### src/pkg/dmrs_map.vh
// constants for the first mode register decode block
`ifndef DMRS_MAP_VH
`define DMRS_MAP_VH
// ----------------------------------------
// mode register field positions
// ----------------------------------------
`define DMRS_BL_LSB 0
`define DMRS_BL_MSB 1
`define DMRS_CL_B0 2
`define DMRS_BT_BIT 3
`define DMRS_CL_LSB 4
`define DMRS_CL_MSB 6
`define DMRS_TM_BIT 7
`define DMRS_DLLR_BIT 8
`define DMRS_WR_LSB 9
`define DMRS_WR_MSB 11
`define DMRS_PPD_BIT 12
`define DMRS_BC_BIT 12
// ----------------------------------------
// encodings and reset values
// ----------------------------------------
`define DMRS_BL_FIX8 2'h0
`define DMRS_BL_OTF 2'h1
`define DMRS_BL_FIX4 2'h2
`define DMRS_BA_MR0 3'h0
`define DMRS_REG_RST 15'h0000
`define DMRS_CL_BASE 4'h4
`define DMRS_WR_EARLY 4'h2
`define DMRS_DLLR_CYC 8'h0f
`define DMRS_BEAT_HALF 3'h4
`define DMRS_BEAT_LAST 3'h7
`endif

### src/logic/dmrs_mode_reg.v
// first mode register of the memory: command decode, field decode, burst order
`include "dmrs_map.vh"
module dmrs_mode_reg #(
	parameter AW = 15, // address width
	parameter DLLR_CYCLES = 8 // count loaded for the dll reset; busy lasts one cycle more
) (
	input wire clk, // memory clock
	input wire rst, // async reset, active high
	input wire cs_n, // chip select
	input wire ras_n, // row strobe
	input wire cas_n, // column strobe
	input wire we_n, // write enable
	input wire cke, // clock enable
	input wire [2:0] ba, // bank address
	input wire [AW-1:0] addr, // address bus
	input wire [3:0] added_latency, // added latency from second register
	input wire [3:0] precharge_period, // precharge period in cycles
	input wire col_start, // start a column access burst
	input wire col_write, // access is a write
	input wire [2:0] col_addr, // starting column bits 2:0
	input wire col_bc_n, // burst chop select, low chops
	output reg [AW-1:0] first_mode_register, // stored register contents
	output reg mode_written, // pulse: register was loaded
	output reg dll_reset_pulse, // pulse: dll reset launched
	output reg dll_reset_busy, // dll reset in progress
	output reg interleaved, // burst type
	output reg [1:0] burst_mode, // burst length field
	output reg [3:0] column_read_latency, // decoded latency
	output reg [4:0] total_read_latency, // added plus column latency
	output reg [4:0] auto_precharge_write_delay, // write recovery plus precharge
	output reg [3:0] write_recovery, // decoded write recovery cycles
	output reg test_mode, // test mode flag
	output reg [3:0] write_start_delay, // internal write start offset
	output reg beat_valid, // beat output slot active
	output reg beat_drive, // data drivers enabled
	output reg [2:0] beat_index // column of the current beat
);
	// ----------------------------------------
	// command decode
	// ----------------------------------------
	wire mrs_cmd;
	reg [7:0] dll_cnt;
	reg [2:0] beat_cnt;
	reg [2:0] beat_start;
	reg beat_chop;
	reg beat_wr;
	reg beat_il;
	reg [2:0] seq_idx;
	reg [2:0] next_index;
	reg [3:0] cl_dec;
	reg [3:0] wr_dec;
	wire [2:0] next_cnt;
	wire chop_now;
	// first register selected with all strobes and bank bits low, clock enabled;
	// with clock enable low the command pins are not registered at all, and the
	// other bank codes belong to registers this block does not hold
	assign mrs_cmd = cke & ~cs_n & ~ras_n & ~cas_n & ~we_n & (ba == `DMRS_BA_MR0);
	// beat counter one step ahead, so each column lands in the slot it belongs to
	assign next_cnt = beat_cnt + 3'h1;
	// chop decided by the field, or on the fly by bit 12 of the access
	// the select pin is only looked at in on-the-fly mode; fixed modes ignore it
	assign chop_now = (burst_mode == `DMRS_BL_FIX4) |
		((burst_mode == `DMRS_BL_OTF) & ~col_bc_n);
	// ----------------------------------------
	// register store and dll reset
	// ----------------------------------------
	// loads only on a decoded command; dll bit is self clearing
	// a new command while the dll count runs wins over the count: its own bit 8
	// either restarts the count or leaves the bit low
	// only the register changes here; the memory array is never touched
	always @(posedge clk or posedge rst) begin
		if (rst) begin
			first_mode_register <= `DMRS_REG_RST;
			mode_written <= 1'b0;
			dll_reset_pulse <= 1'b0;
			dll_reset_busy <= 1'b0;
			dll_cnt <= 8'h00;
		end else begin
			mode_written <= mrs_cmd;
			dll_reset_pulse <= mrs_cmd & addr[`DMRS_DLLR_BIT];
			if (mrs_cmd) begin
				first_mode_register <= addr;
				first_mode_register[`DMRS_DLLR_BIT] <= addr[`DMRS_DLLR_BIT];
				if (addr[`DMRS_DLLR_BIT]) begin
					dll_reset_busy <= 1'b1;
					dll_cnt <= DLLR_CYCLES[7:0];
				end
			end else if (dll_reset_busy) begin
				// count spent: the reset is carried out, so the request bit drops
				if (dll_cnt == 8'h00) begin
					dll_reset_busy <= 1'b0;
					first_mode_register[`DMRS_DLLR_BIT] <= 1'b0;
				end else begin
					dll_cnt <= dll_cnt - 8'h01;
				end
			end
		end
	end
	// ----------------------------------------
	// field decode
	// ----------------------------------------
	// latency code in bits 6:4 with bit 2 as extension; the sum wraps in four bits,
	// so a code above the supported range reads back as a small latency
	always @* begin
		cl_dec = `DMRS_CL_BASE + {1'b0, first_mode_register[`DMRS_CL_MSB:`DMRS_CL_LSB]};
		if (first_mode_register[`DMRS_CL_B0])
			cl_dec = cl_dec + 4'h8;
	end
	// write recovery bits 11:9 as clock cycles; the reserved code reads as zero,
	// which the controller must never program
	always @* begin
		case (first_mode_register[`DMRS_WR_MSB:`DMRS_WR_LSB])
			3'h0: wr_dec = 4'h0; // reserved code reads as zero
			3'h1: wr_dec = 4'h5;
			3'h2: wr_dec = 4'h6;
			3'h3: wr_dec = 4'h7;
			3'h4: wr_dec = 4'h8;
			3'h5: wr_dec = 4'ha;
			3'h6: wr_dec = 4'hc;
			default: wr_dec = 4'he;
		endcase
	end
	// decoded fields registered for the datapath
	// they follow the register one cycle later,
	// so they stand one cycle after the command edge
	always @(posedge clk or posedge rst) begin
		if (rst) begin
			interleaved <= 1'b0;
			burst_mode <= `DMRS_BL_FIX8;
			column_read_latency <= `DMRS_CL_BASE;
			total_read_latency <= 5'h00;
			auto_precharge_write_delay <= 5'h00;
			write_recovery <= 4'h0;
			test_mode <= 1'b0;
			write_start_delay <= 4'h0;
		end else begin
			interleaved <= first_mode_register[`DMRS_BT_BIT];
			burst_mode <= first_mode_register[`DMRS_BL_MSB:`DMRS_BL_LSB];
			column_read_latency <= cl_dec;
			total_read_latency <= {1'b0, added_latency} + {1'b0, cl_dec};
			write_recovery <= wr_dec;
			auto_precharge_write_delay <= {1'b0, wr_dec} + {1'b0, precharge_period};
			test_mode <= first_mode_register[`DMRS_TM_BIT];
			// fixed chop pulls the internal write in; on the fly does not
			// the offset is relative: zero for fixed chop, two clocks otherwise
			write_start_delay <= (first_mode_register[`DMRS_BL_MSB:`DMRS_BL_LSB] ==
				`DMRS_BL_FIX4) ? 4'h0 : `DMRS_WR_EARLY;
		end
	end
	// ----------------------------------------
	// burst order generator
	// ----------------------------------------
	// sequential wraps within the half, interleaved is start xor beat;
	// the column is worked out for the beat that follows the current one
	always @* begin
		seq_idx = {beat_start[2] ^ next_cnt[2], beat_start[1:0] + next_cnt[1:0]};
		if (beat_wr)
			next_index = {beat_start[2] ^ next_cnt[2], next_cnt[1:0]};
		else if (beat_il)
			next_index = beat_start ^ next_cnt;
		else
			next_index = seq_idx;
	end
	// eight beat slots per access; chopped reads float the last four
	// a start while a burst runs is ignored; the controller waits for the end
	// writes never drive, but their slot count still runs to eight
	// beat_drive stands low outside bursts so the data pins float at rest
	always @(posedge clk or posedge rst) begin
		if (rst) begin
			beat_valid <= 1'b0;
			beat_drive <= 1'b0;
			beat_index <= 3'h0;
			beat_cnt <= 3'h0;
			beat_start <= 3'h0;
			beat_chop <= 1'b0;
			beat_wr <= 1'b0;
			beat_il <= 1'b0;
		end else if (col_start && !beat_valid) begin
			beat_valid <= 1'b1;
			beat_cnt <= 3'h0;
			beat_chop <= chop_now;
			beat_wr <= col_write;
			beat_il <= interleaved;
			// writes ignore column bits 1:0
			beat_start <= col_write ? {col_addr[2], 2'h0} : col_addr;
			beat_drive <= ~col_write;
			beat_index <= col_write ? {col_addr[2], 2'h0} : col_addr;
		end else if (beat_valid) begin
			beat_cnt <= beat_cnt + 3'h1;
			beat_index <= next_index;
			if (beat_cnt == `DMRS_BEAT_LAST) begin
				beat_valid <= 1'b0;
				beat_drive <= 1'b0;
			end else if (beat_chop && !beat_wr && beat_cnt == `DMRS_BEAT_HALF - 3'h1) begin
				beat_drive <= 1'b0;
			end
		end
	end
endmodule

### config.mk
export PLATFORM = sky130hd
export DESIGN_NAME = dmrs_mode_reg
export DESIGN_NICKNAME = d
export VERILOG_FILES = /design/src/logic/dmrs_mode_reg.v
export VERILOG_INCLUDE_DIRS = /design/src /design/src/pkg
export SDC_FILE = /design/constraint.sdc
export NUM_CORES = 1
export LEC_CHECK = 0
export BUFFER_PORTS_ARGS = -buffer_cell sky130_fd_sc_hd__buf_4
export CAP_MARGIN = 10
export CORE_MARGIN = 5
export CORE_UTILIZATION = 51
export DETAILED_ROUTE_END_ITERATION = 10
export GPL_TIMING_DRIVEN = 1
export PLACE_DENSITY = 0.8
export SYNTH_ARGS = -nofsm -noshare
export SYNTH_HDL_FRONTEND = slang
export SYNTH_SLANG_ARGS = --single-unit
export TNS_END_PERCENT = 50
### constraint.sdc
create_clock -name clk -period 2.3 [get_ports clk]
set_input_delay 0.23 -clock clk [delete_from_list [all_inputs] [get_ports clk]]
set_output_delay 0.23 -clock clk [all_outputs]
set_load 0.05 [all_outputs]
## After elaboration in Yosys (flattened, before gate mapping)

Cells that the tools add are included.

| cells by class | value |
|---|---|
| bitwise logic cells | 16 |
| mux-type cells | 28 |
| reduce and logical (&&, ||, !) cells | 15 |
| add/sub/neg operators | 7 |
| equality and inequality tests | 13 |

Operator list:

| kind | number |
|---|---|
| $mux 8 | 4 |
| $pmux 4 s7 | 1 |
| $mux 3 | 6 |
| $mux 1 | 14 |
| $eq 3x3->1 const B | 4 |
| $add 4x4->5 | 2 |
| $eq 3x2->1 const B | 3 |
| $logic_not 8->1 | 1 |
| $sub 8x1->8 const B | 1 |
| $and 1x1->1 | 7 |
| $logic_not 3->1 | 2 |
| $not 1->1 | 6 |
| $reduce_bool 2->1 | 3 |
| $add 3x3->4 const A | 1 |
| $add 4x4->4 const B | 1 |
| $eq 2x2->1 const B | 2 |
| $mux 2 | 2 |
| $mux 4 | 1 |
| $ne 2x2->1 const B | 2 |
| $reduce_and 2->1 | 2 |
| $add 3x1->3 const B | 1 |
| $eq 3x1->1 const B | 1 |
| $logic_and 1x1->1 | 3 |
| $reduce_and 3->1 | 1 |
| other kinds (7) | 8 |

| word-level totals | value |
|---|---|
| output and inout port bits | 49 |
| input port bits | 39 |
| word-level logic and storage cells | 101 |
| register bits after elaboration | 64 |

## Depth between registers and ports, before layout

Gate-level depths: netlist of the first run.

| depth | value |
|---|---|
| depth after elaboration | 8 |
| depth in mapped cells | 7 |
| mapped depth without buffers | 7 |

## Worst setup path after synthesis of the first run

OpenSTA, ideal clock, no wires.

| path | value |
|---|---|
| path type | register -> register |
| start point | reg first_mode_register[11] |
| end point | reg auto_precharge_write_delay[3] |
| cell stages (with the launch flop) | 7 |
| clock period less this slack | 1.861 ns |
| path buffers | 0 |
| library setup time | 0.080 ns |
| path slack | 0.439 ns |
| arrival time | 1.781 ns |
| cell sequence | dfrtp_1 mux2i_1 inv_1 ha_1 a21o_1 a21oi_1 xnor2_1 |

| between the ends | value |
|---|---|
| longest elaborated chain between the ends | 3 |
| elaborated cells on any way between the ends | 9 |

RTL lines:

| element | line | text |
|---|---|---|
| start: declaration | dmrs_mode_reg.v:22 | `output reg [AW-1:0] first_mode_register,` |
| start signal: assignment | dmrs_mode_reg.v:73 | `` first_mode_register <= `DMRS_REG_RST; `` |
| start signal: assignment | dmrs_mode_reg.v:82 | `first_mode_register <= addr;` |
| start signal: indexed assignment | dmrs_mode_reg.v:83 | `` first_mode_register[`DMRS_DLLR_BIT] <= addr[`DMRS_DLLR_BIT]; `` |
| $eq 3x3->1, or another cell as far along | dmrs_mode_reg.v:112 | `` case (first_mode_register[`DMRS_WR_MSB:`DMRS_WR_LSB]) `` |
| $pmux 4 s7 (*) | dmrs_mode_reg.v:112 |  |
| named net wr_dec[1] | dmrs_mode_reg.v:51 | `reg [3:0] wr_dec;` |
| $add 4x4->5 (*) | dmrs_mode_reg.v:142 | `auto_precharge_write_delay <= {1'b0, wr_dec} + {1'b0, precharge_period};` |
| end signal: assignment | dmrs_mode_reg.v:142 |  |
| end: declaration | dmrs_mode_reg.v:30 | `output reg [4:0] auto_precharge_write_delay,` |

The timed path passes the listed nets; every way through them passes the cells marked *.
A chain may end at the register's enable or synchronous reset.

## Worst setup path after layout of the first run

| path | value |
|---|---|
| start point | reg first_mode_register[9] |
| end point | reg auto_precharge_write_delay[4] |

The elaborated chain is that of the path after synthesis.

==> impl_metrics.json, run 1 <==
{
  "grt_pass1_wl_um": 10100,
  "hpwl_um": 4310,
  "worst_path_most_repeated_cell": "nor2b_1",
  "grt-ovfl-total": 0,
  "tritoncts": "built",
  "synth_most_common_cell": "dfrtp_1",
  "clkPwrFrac": 0.237,
  "clock-sinks": 63,
  "ys.flop_type": "dfrtp_1",
  "first_global_vias": 2221,
  "synth_edf_count": 0,
  "critPathKind": "reg -> reg",
  "synth_seq_area_share": 0.561,
  "routed_wl_um": 5700,
  "utilization": 0.680,
  "crit_path_max_incr_delay_ns": 0.42,
  "cts-root-buf": "clkbuf_8",
  "synth_top_area_cell": "dfrtp_1",
  "cts.reportedPaths.clkPinSlew_ns": 0.07,
  "syn_area_mm2": 0.00281,
  "finalSetupTns_ns": 0,
  "synthToLayoutAreaGrowth_pct": 31.5,
  "dieArea_mm2": 0.00710,
  "drc": 0,
  "hold_class": "in -> reg",
  "synth-simple-area-share": 0.161,
  "grt_usage": 0.178,
  "drt-vias-per-instance": 4.95,
  "nets": 401,
  "yosys_warnings": 0,
  "p_leak_nw": 1.94,
  "pwr-share-seq": 0.396,
  "ys_top_cells_by_area": "dfrtp_1, nand2_1, ha_1",
  "cp.required_ns": 2.51,
  "synth_top_family_by_area": "simple AND/OR/NAND/NOR gates",
  "worstPathArrival_ns": 1.96,
  "synthMuxAreaShare": 0.0262,
  "die_y_um": 84.3,
  "clk_latency_ns": 0.32,
  "power.internal_mw": 2.52,
  "p_switching_mw": 1.56,
  "cp-end-kind": "flip-flop",
  "netlist.area_leader.share": 0.551,
  "fin_crit_ns": 1.75,
  "hold_viol_final": 0,
  "drtIter0Drc": 96,
  "synth_common_cells": "dfrtp_1, nand2_1, inv_1, ha_1, o21ai_0",
  "syn_area_per_cell_um2": 10.9,
  "htree_num_levels": 3,
  "core_area_mm2": 0.00544,
  "drv_cap": 0,
  "synth_xor_area_frac": 0.0218,
  "antenna_found_initial": 0,
  "placement.io_buffers": 84,
  "rows": 27,
  "synthDistinctLibCells": 45,
  "drt-wirelength-per-cell_um": 13.5,
  "cp-start-kind": "flip-flop",
  "vias": 2093,
  "die_width_um": 84.3,
  "period_share": 0.761,
  "powerDensity_mw_per_mm2": 1100,
  "fin_ws_ns": 0.549,
  "status": "completed",
  "cpMaxStageDelayCell": "dfrtp_1",
  "drt_first_pass_iters": 4,
  "max_freq_ghz": 0.571,
  "cts_buffer_depth": 2,
  "start_util": 0.517,
  "pwr-share-comb": 0.367,
  "place_congestion": 0.807,
  "synth_cells": 258,
  "synth_compound_area_frac": 0.0943,
  "post_route_cells_drive_above_1_share": 0.333,
  "cts_setup_buffers": 0,
  "ys_ff_latch": 63,
  "max-vdd-ir-drop_mv": 0.638,
  "finalClockSkew_ns": 0.00640,
  "grt_max_degree": 33,
  "place_ws_ns": 0.548,
  "synthAdderAreaFrac": 0.0765,
  "final_antenna_net_count": 0,
  "rsz0062_at_grt": "no",
  "async_flop_share": 1.00,
  "antenna_cells": 0,
  "fill_cells": 423,
  "setup_viol": 0,
  "cts_made_buffers": 9,
  "crit_fanout": 4,
  "final_max_slew_viol_count": 0,
  "path_cells": "nor2b_1, or2_2, ha_1, nor2b_1, o21ai_0, nand2b_1",
  "swShare": 0.383,
  "boundaryPins": 88
}
## repair_timing
item | 4_1_cts | 5_1_grt
endpoints found under the hold margin | 33 | 0
gates resized for setup | 0 | 0
hold buffers | 1 | 0
## power groups by stage
| stage | Sequential, mW | Combinational (mW) | Clock [mW] |
|---|---|---|---|
| 6_report | 1.61 | 1.50 | 0.965 |
| 2_1_floorplan | 2.03 | 0.675 | 0 |
| 3_3_place_gp | 1.62 | 1.48 | 0 |
| 3_5_place_dp | 1.63 | 1.51 | 0 |
| 4_1_cts | 1.61 | 1.51 | 1.00 |
| 5_1_grt | 1.66 | 1.63 | 1.07 |
## cells in the final DEF, fill, tap and decap left out, types with 6 or more instances in the layout
cell      Yosys  layout
dfrtp_1      62      62
ha_1         14      14
buf_4         6      87
nand2b_1      7       7
xnor2_1       6       6
a31oi_1       8       8
o21ai_0      13      13
a21oi_1       6       6
clkbuf_8      0      11
inv_1        21      20
nor2b_1       6       6
nand2_1      51      51
## metrics by stage
| stage | instances | cell area, µm² | total power, mW | hold slack [ns] |
|---|---|---|---|---|
| finish | 423 | 3700 | 4.08 | 0.0990 |
| global route | 423 | 3700 | 4.36 | 0.0684 |
| CTS | 423 | 3700 | 4.13 | 0.0764 |
| detailed placement | 406 | 3480 | 3.14 | 0.345 |
| global placement | 406 | 3480 | 3.10 | 0.341 |
| floorplan | 260 | 2820 | 2.70 | 0.335 |
## cell families (layout without fill, tap and decap cells)
kind of cell / after synthesis / in the layout
adder cells (fa/ha/maj): 16 / 16
AO/OA/AOI/OAI: 42 / 42
flip-flops: 63 / 63
buffers and inverters: 35 / 126
AND/OR/NAND/NOR: 87 / 87
multiplexers: 7 / 7
XOR/XNOR: 7 / 7
other: 1 / 3
## final timing paths
| path | cells after the start | from | end | slack [ns] |
|---|---|---|---|---|
| min in group asynchronous | 4 | rst | beat_index[0] | 0.55 |
| min reg2reg | 0 | first_mode_register[3] | interleaved | 0.42 |
| max in group asynchronous | 4 | rst | column_read_latency[2] | 1.41 |
| min | 3 | addr[9] | first_mode_register[9] | 0.1 |
| max | 6 | first_mode_register[9] | auto_precharge_write_delay[4] | 0.55 |
| max reg2reg | 6 | first_mode_register[9] | auto_precharge_write_delay[4] | 0.55 |
## layout make-up
cell class	count	area [µm²]	area share
repair buffers	88	663	0.179
well taps	72	90.1	0.0243
clock buffers	11	151	0.0409
multi-input cells	162	1080	0.292
inverters	22	82.6	0.0223
clock inverters	5	56.3	0.0152
flip-flops and latches	63	1580	0.426
## worst max-delay path, delay by kind of cell, from the launching register on
family,cells,cell delay (ns)
AO/OA/AOI/OAI,1,0.20
flip-flops,1,0.42
AND/OR/NAND/NOR,4,0.71
adder cells (fa/ha/maj),1,0.32
## per-layer routing
metal | up-vias | part of all wire | GRT usage
li1 | 1031 | - | -
met2 | 50 | 0.53 | 0.298
met1 | 1008 | 0.40 | 0.210
met5 | - | 0 | 0
met4 | 0 | 0.0089 | 0.0526
met3 | 4 | 0.054 | 0.0746
## state kept, by name, summed over array words and instances (netlist names), 2 cells and up
register / cells
burst_mode: 2
column_read_latency: 4
beat_cnt: 3
auto_precharge_write_delay: 5
write_recovery: 4
first_mode_register: 15
beat_start: 3
beat_index: 3
total_read_latency: 5
dll_cnt: 8
No activity file was read; power rests on OpenSTA's default activity.
==> inputs of run 2 (changes only) <==
clock period = 1.65 ns   (was 2.3 ns; I/O delays follow)
==> run 2 against run 1 <==
Count of clock-buffer cells in the layout down 2. Sequential power up 37%. Non-clock buffer count up 8. Clock skew up 0.0014 ns. Via count up 2.3%. Critical path depth unchanged. Combinational power up 52%. Critical path type unchanged. Highest routed layer unchanged.
==> impl_metrics.json, run 2 (synthesis results as in run 1) <==
{
  "critPathKind": "reg -> reg",
  "crit_path_max_incr_delay_ns": 0.43,
  "grt_pass1_wl_um": 10500,
  "final_cell_mix": "buf_4, dfrtp_1, nand2_1, inv_1",
  "hp-start": "addr[0]",
  "cts.reportedPaths.clkPinSlew_ns": 0.08,
  "clock-sinks": 63,
  "cts_buffer_depth": 2,
  "cp-end-kind": "flip-flop",
  "path_buf_inv": 0,
  "hpwl_um": 4540,
  "htree_num_levels": 3,
  "dieArea_mm2": 0.00710,
  "r2r-end": "auto_precharge_write_delay[4]",
  "crit_fanout": 4,
  "critical_path.top_delay_family": "simple AND/OR/NAND/NOR gates",
  "reg_top3": "first_mode_register x15, dll_cnt x8",
  "use_met1": 0.218,
  "start_util": 0.517,
  "power.internal_mw": 3.67,
  "max_freq_ghz": 0.625,
  "powerDensity_mw_per_mm2": 1550,
  "cp.required_ns": 1.87,
  "rr_worst_depth": 6,
  "max-vdd-ir-drop_mv": 0.892,
  "p_total_mw": 5.95,
  "rows": 27,
  "routed_wl_um": 6330,
  "drv_cap": 0,
  "pwr-share-seq": 0.370,
  "grt_max_degree": 45,
  "worstPathArrival_ns": 1.82,
  "crit_cells": 6,
  "place_congestion": 0.859,
  "status": "completed",
  "clkPwrFrac": 0.247,
  "rsz0062_at_grt": "yes",
  "cpMaxStageDelayCell": "dfrtp_2",
  "drt-wirelength-per-cell_um": 14.7,
  "fin_area_mm2": 0.00383,
  "antenna_found_initial": 0,
  "first_global_vias": 2208,
  "hold_viol_final": 0,
  "nets": 409,
  "tritoncts": "built",
  "top_register": "first_mode_register",
  "p_leak_nw": 1.97,
  "die_width_um": 84.3,
  "boundaryPins": 88,
  "drt_first_pass_iters": 4,
  "core_area_mm2": 0.00544,
  "layout_commonest_cell": "buf_4",
  "cts_made_buffers": 9,
  "final_antenna_net_count": 0,
  "post_route_cells_drive_above_1_share": 0.370,
  "finalSetupTns_ns": 0,
  "grt_busiest_layer": "met2",
  "drc": 0,
  "p_switching_mw": 2.28,
  "fin_crit_ns": 1.60,
  "final_max_slew_viol_count": 0,
  "drt-vias-per-instance": 4.97,
  "path_cells": "nor2b_4, or2_2, ha_4, nor2b_1, o21ai_1, nand2b_1",
  "finalClockSkew_ns": 0.00783,
  "clk_latency_ns": 0.34,
  "cts-root-buf": "clkbuf_8",
  "die_y_um": 84.3,
  "pwr-share-comb": 0.383,
  "met2_usage": 0.313,
  "largest_reg_flops": 15,
  "placement.io_buffers": 84,
  "reg2reg_from": "first_mode_register[9]",
  "swShare": 0.383,
  "drtIter0Drc": 108,
  "vias": 2142,
  "placed_cell_area_mm2": 0.00355,
  "antenna_cells": 0,
  "grt_usage": 0.186,
  "setup_viol": 0,
  "hold_class": "in -> reg",
  "endpoint": "auto_precharge_write_delay[4]",
  "grt-ovfl-total": 0,
  "grt_use_met3": 0.0677,
  "period_share": 0.969,
  "cp-start-kind": "flip-flop",
  "startpoint": "first_mode_register[9]",
  "synthToLayoutAreaGrowth_pct": 36.2,
  "reg2reg_setup_slack_ns": 0.05
}
## run 2: power groups by stage
stage / Sequential [mW] / Clock (mW) / Combinational (mW)
floorplan: 2.83 / 0 / 0.941
detailed placement: 2.21 / 0 / 2.24
finish: 2.20 / 1.47 / 2.28
global placement: 2.20 / 0 / 2.19
global route: 2.25 / 1.58 / 2.50
CTS: 2.19 / 1.50 / 2.27
## run 2: worst reg2reg max path, stage by stage (launching register included)
cell and delay, ns:
dfrtp_2 0.43, nor2b_4 0.14, or2_2 0.33, ha_4 0.25
nor2b_1 0.13, o21ai_1 0.13, nand2b_1 0.08
## run 2: cell type report
type                            count  area, µm²
Inverter                           22       86.3
Clock buffer                        9        124
Fill cell                         404       1610
Timing Repair Buffer               96        736
Clock inverter                      7       96.3
Multi-Input combinational cell    162       1120
Sequential cell                    63       1580
Tap cell                           72       90.1
## run 2: timing repair
item,in CTS,in global routing
endpoints found under the setup margin,2,8
hold endpoints to repair,18,0
setup buffers,0,2
hold buffers,1,0
gates cloned,0,0
pin swaps,0,0
gates resized for setup,1,8
## run 2: layer usage
metal	share of wire	wire length, µm
met1	0.40	2540
met4	0.013	84
met3	0.055	346
met2	0.53	3360
met5	0	0
## run 2: worst min-delay path by stage
stage	to	slack, ns	depth (start not counted)
after CTS	first_mode_register[0]	0.009	3
after detailed placement	total_read_latency[1]	0.21	2
after global routing	first_mode_register[0]	0.001	3
after global placement	total_read_latency[4]	0.20	2
after floorplan	first_mode_register[11]	0.27	2
final	first_mode_register[0]	0.02	3
## run 2: through the flow
step	setup WS, ns	instances	util	hold slack [ns]
6_report	0.0510	431	0.705	0.0188
3_3_place_gp	0.0385	412	0.652	0.202
2_1_floorplan	-0.0781	260	-	0.270
3_5_place_dp	-0.0673	412	0.652	0.207
5_1_grt	-0.0988	431	0.705	0.00111
4_1_cts	-0.0512	429	0.695	0.00934
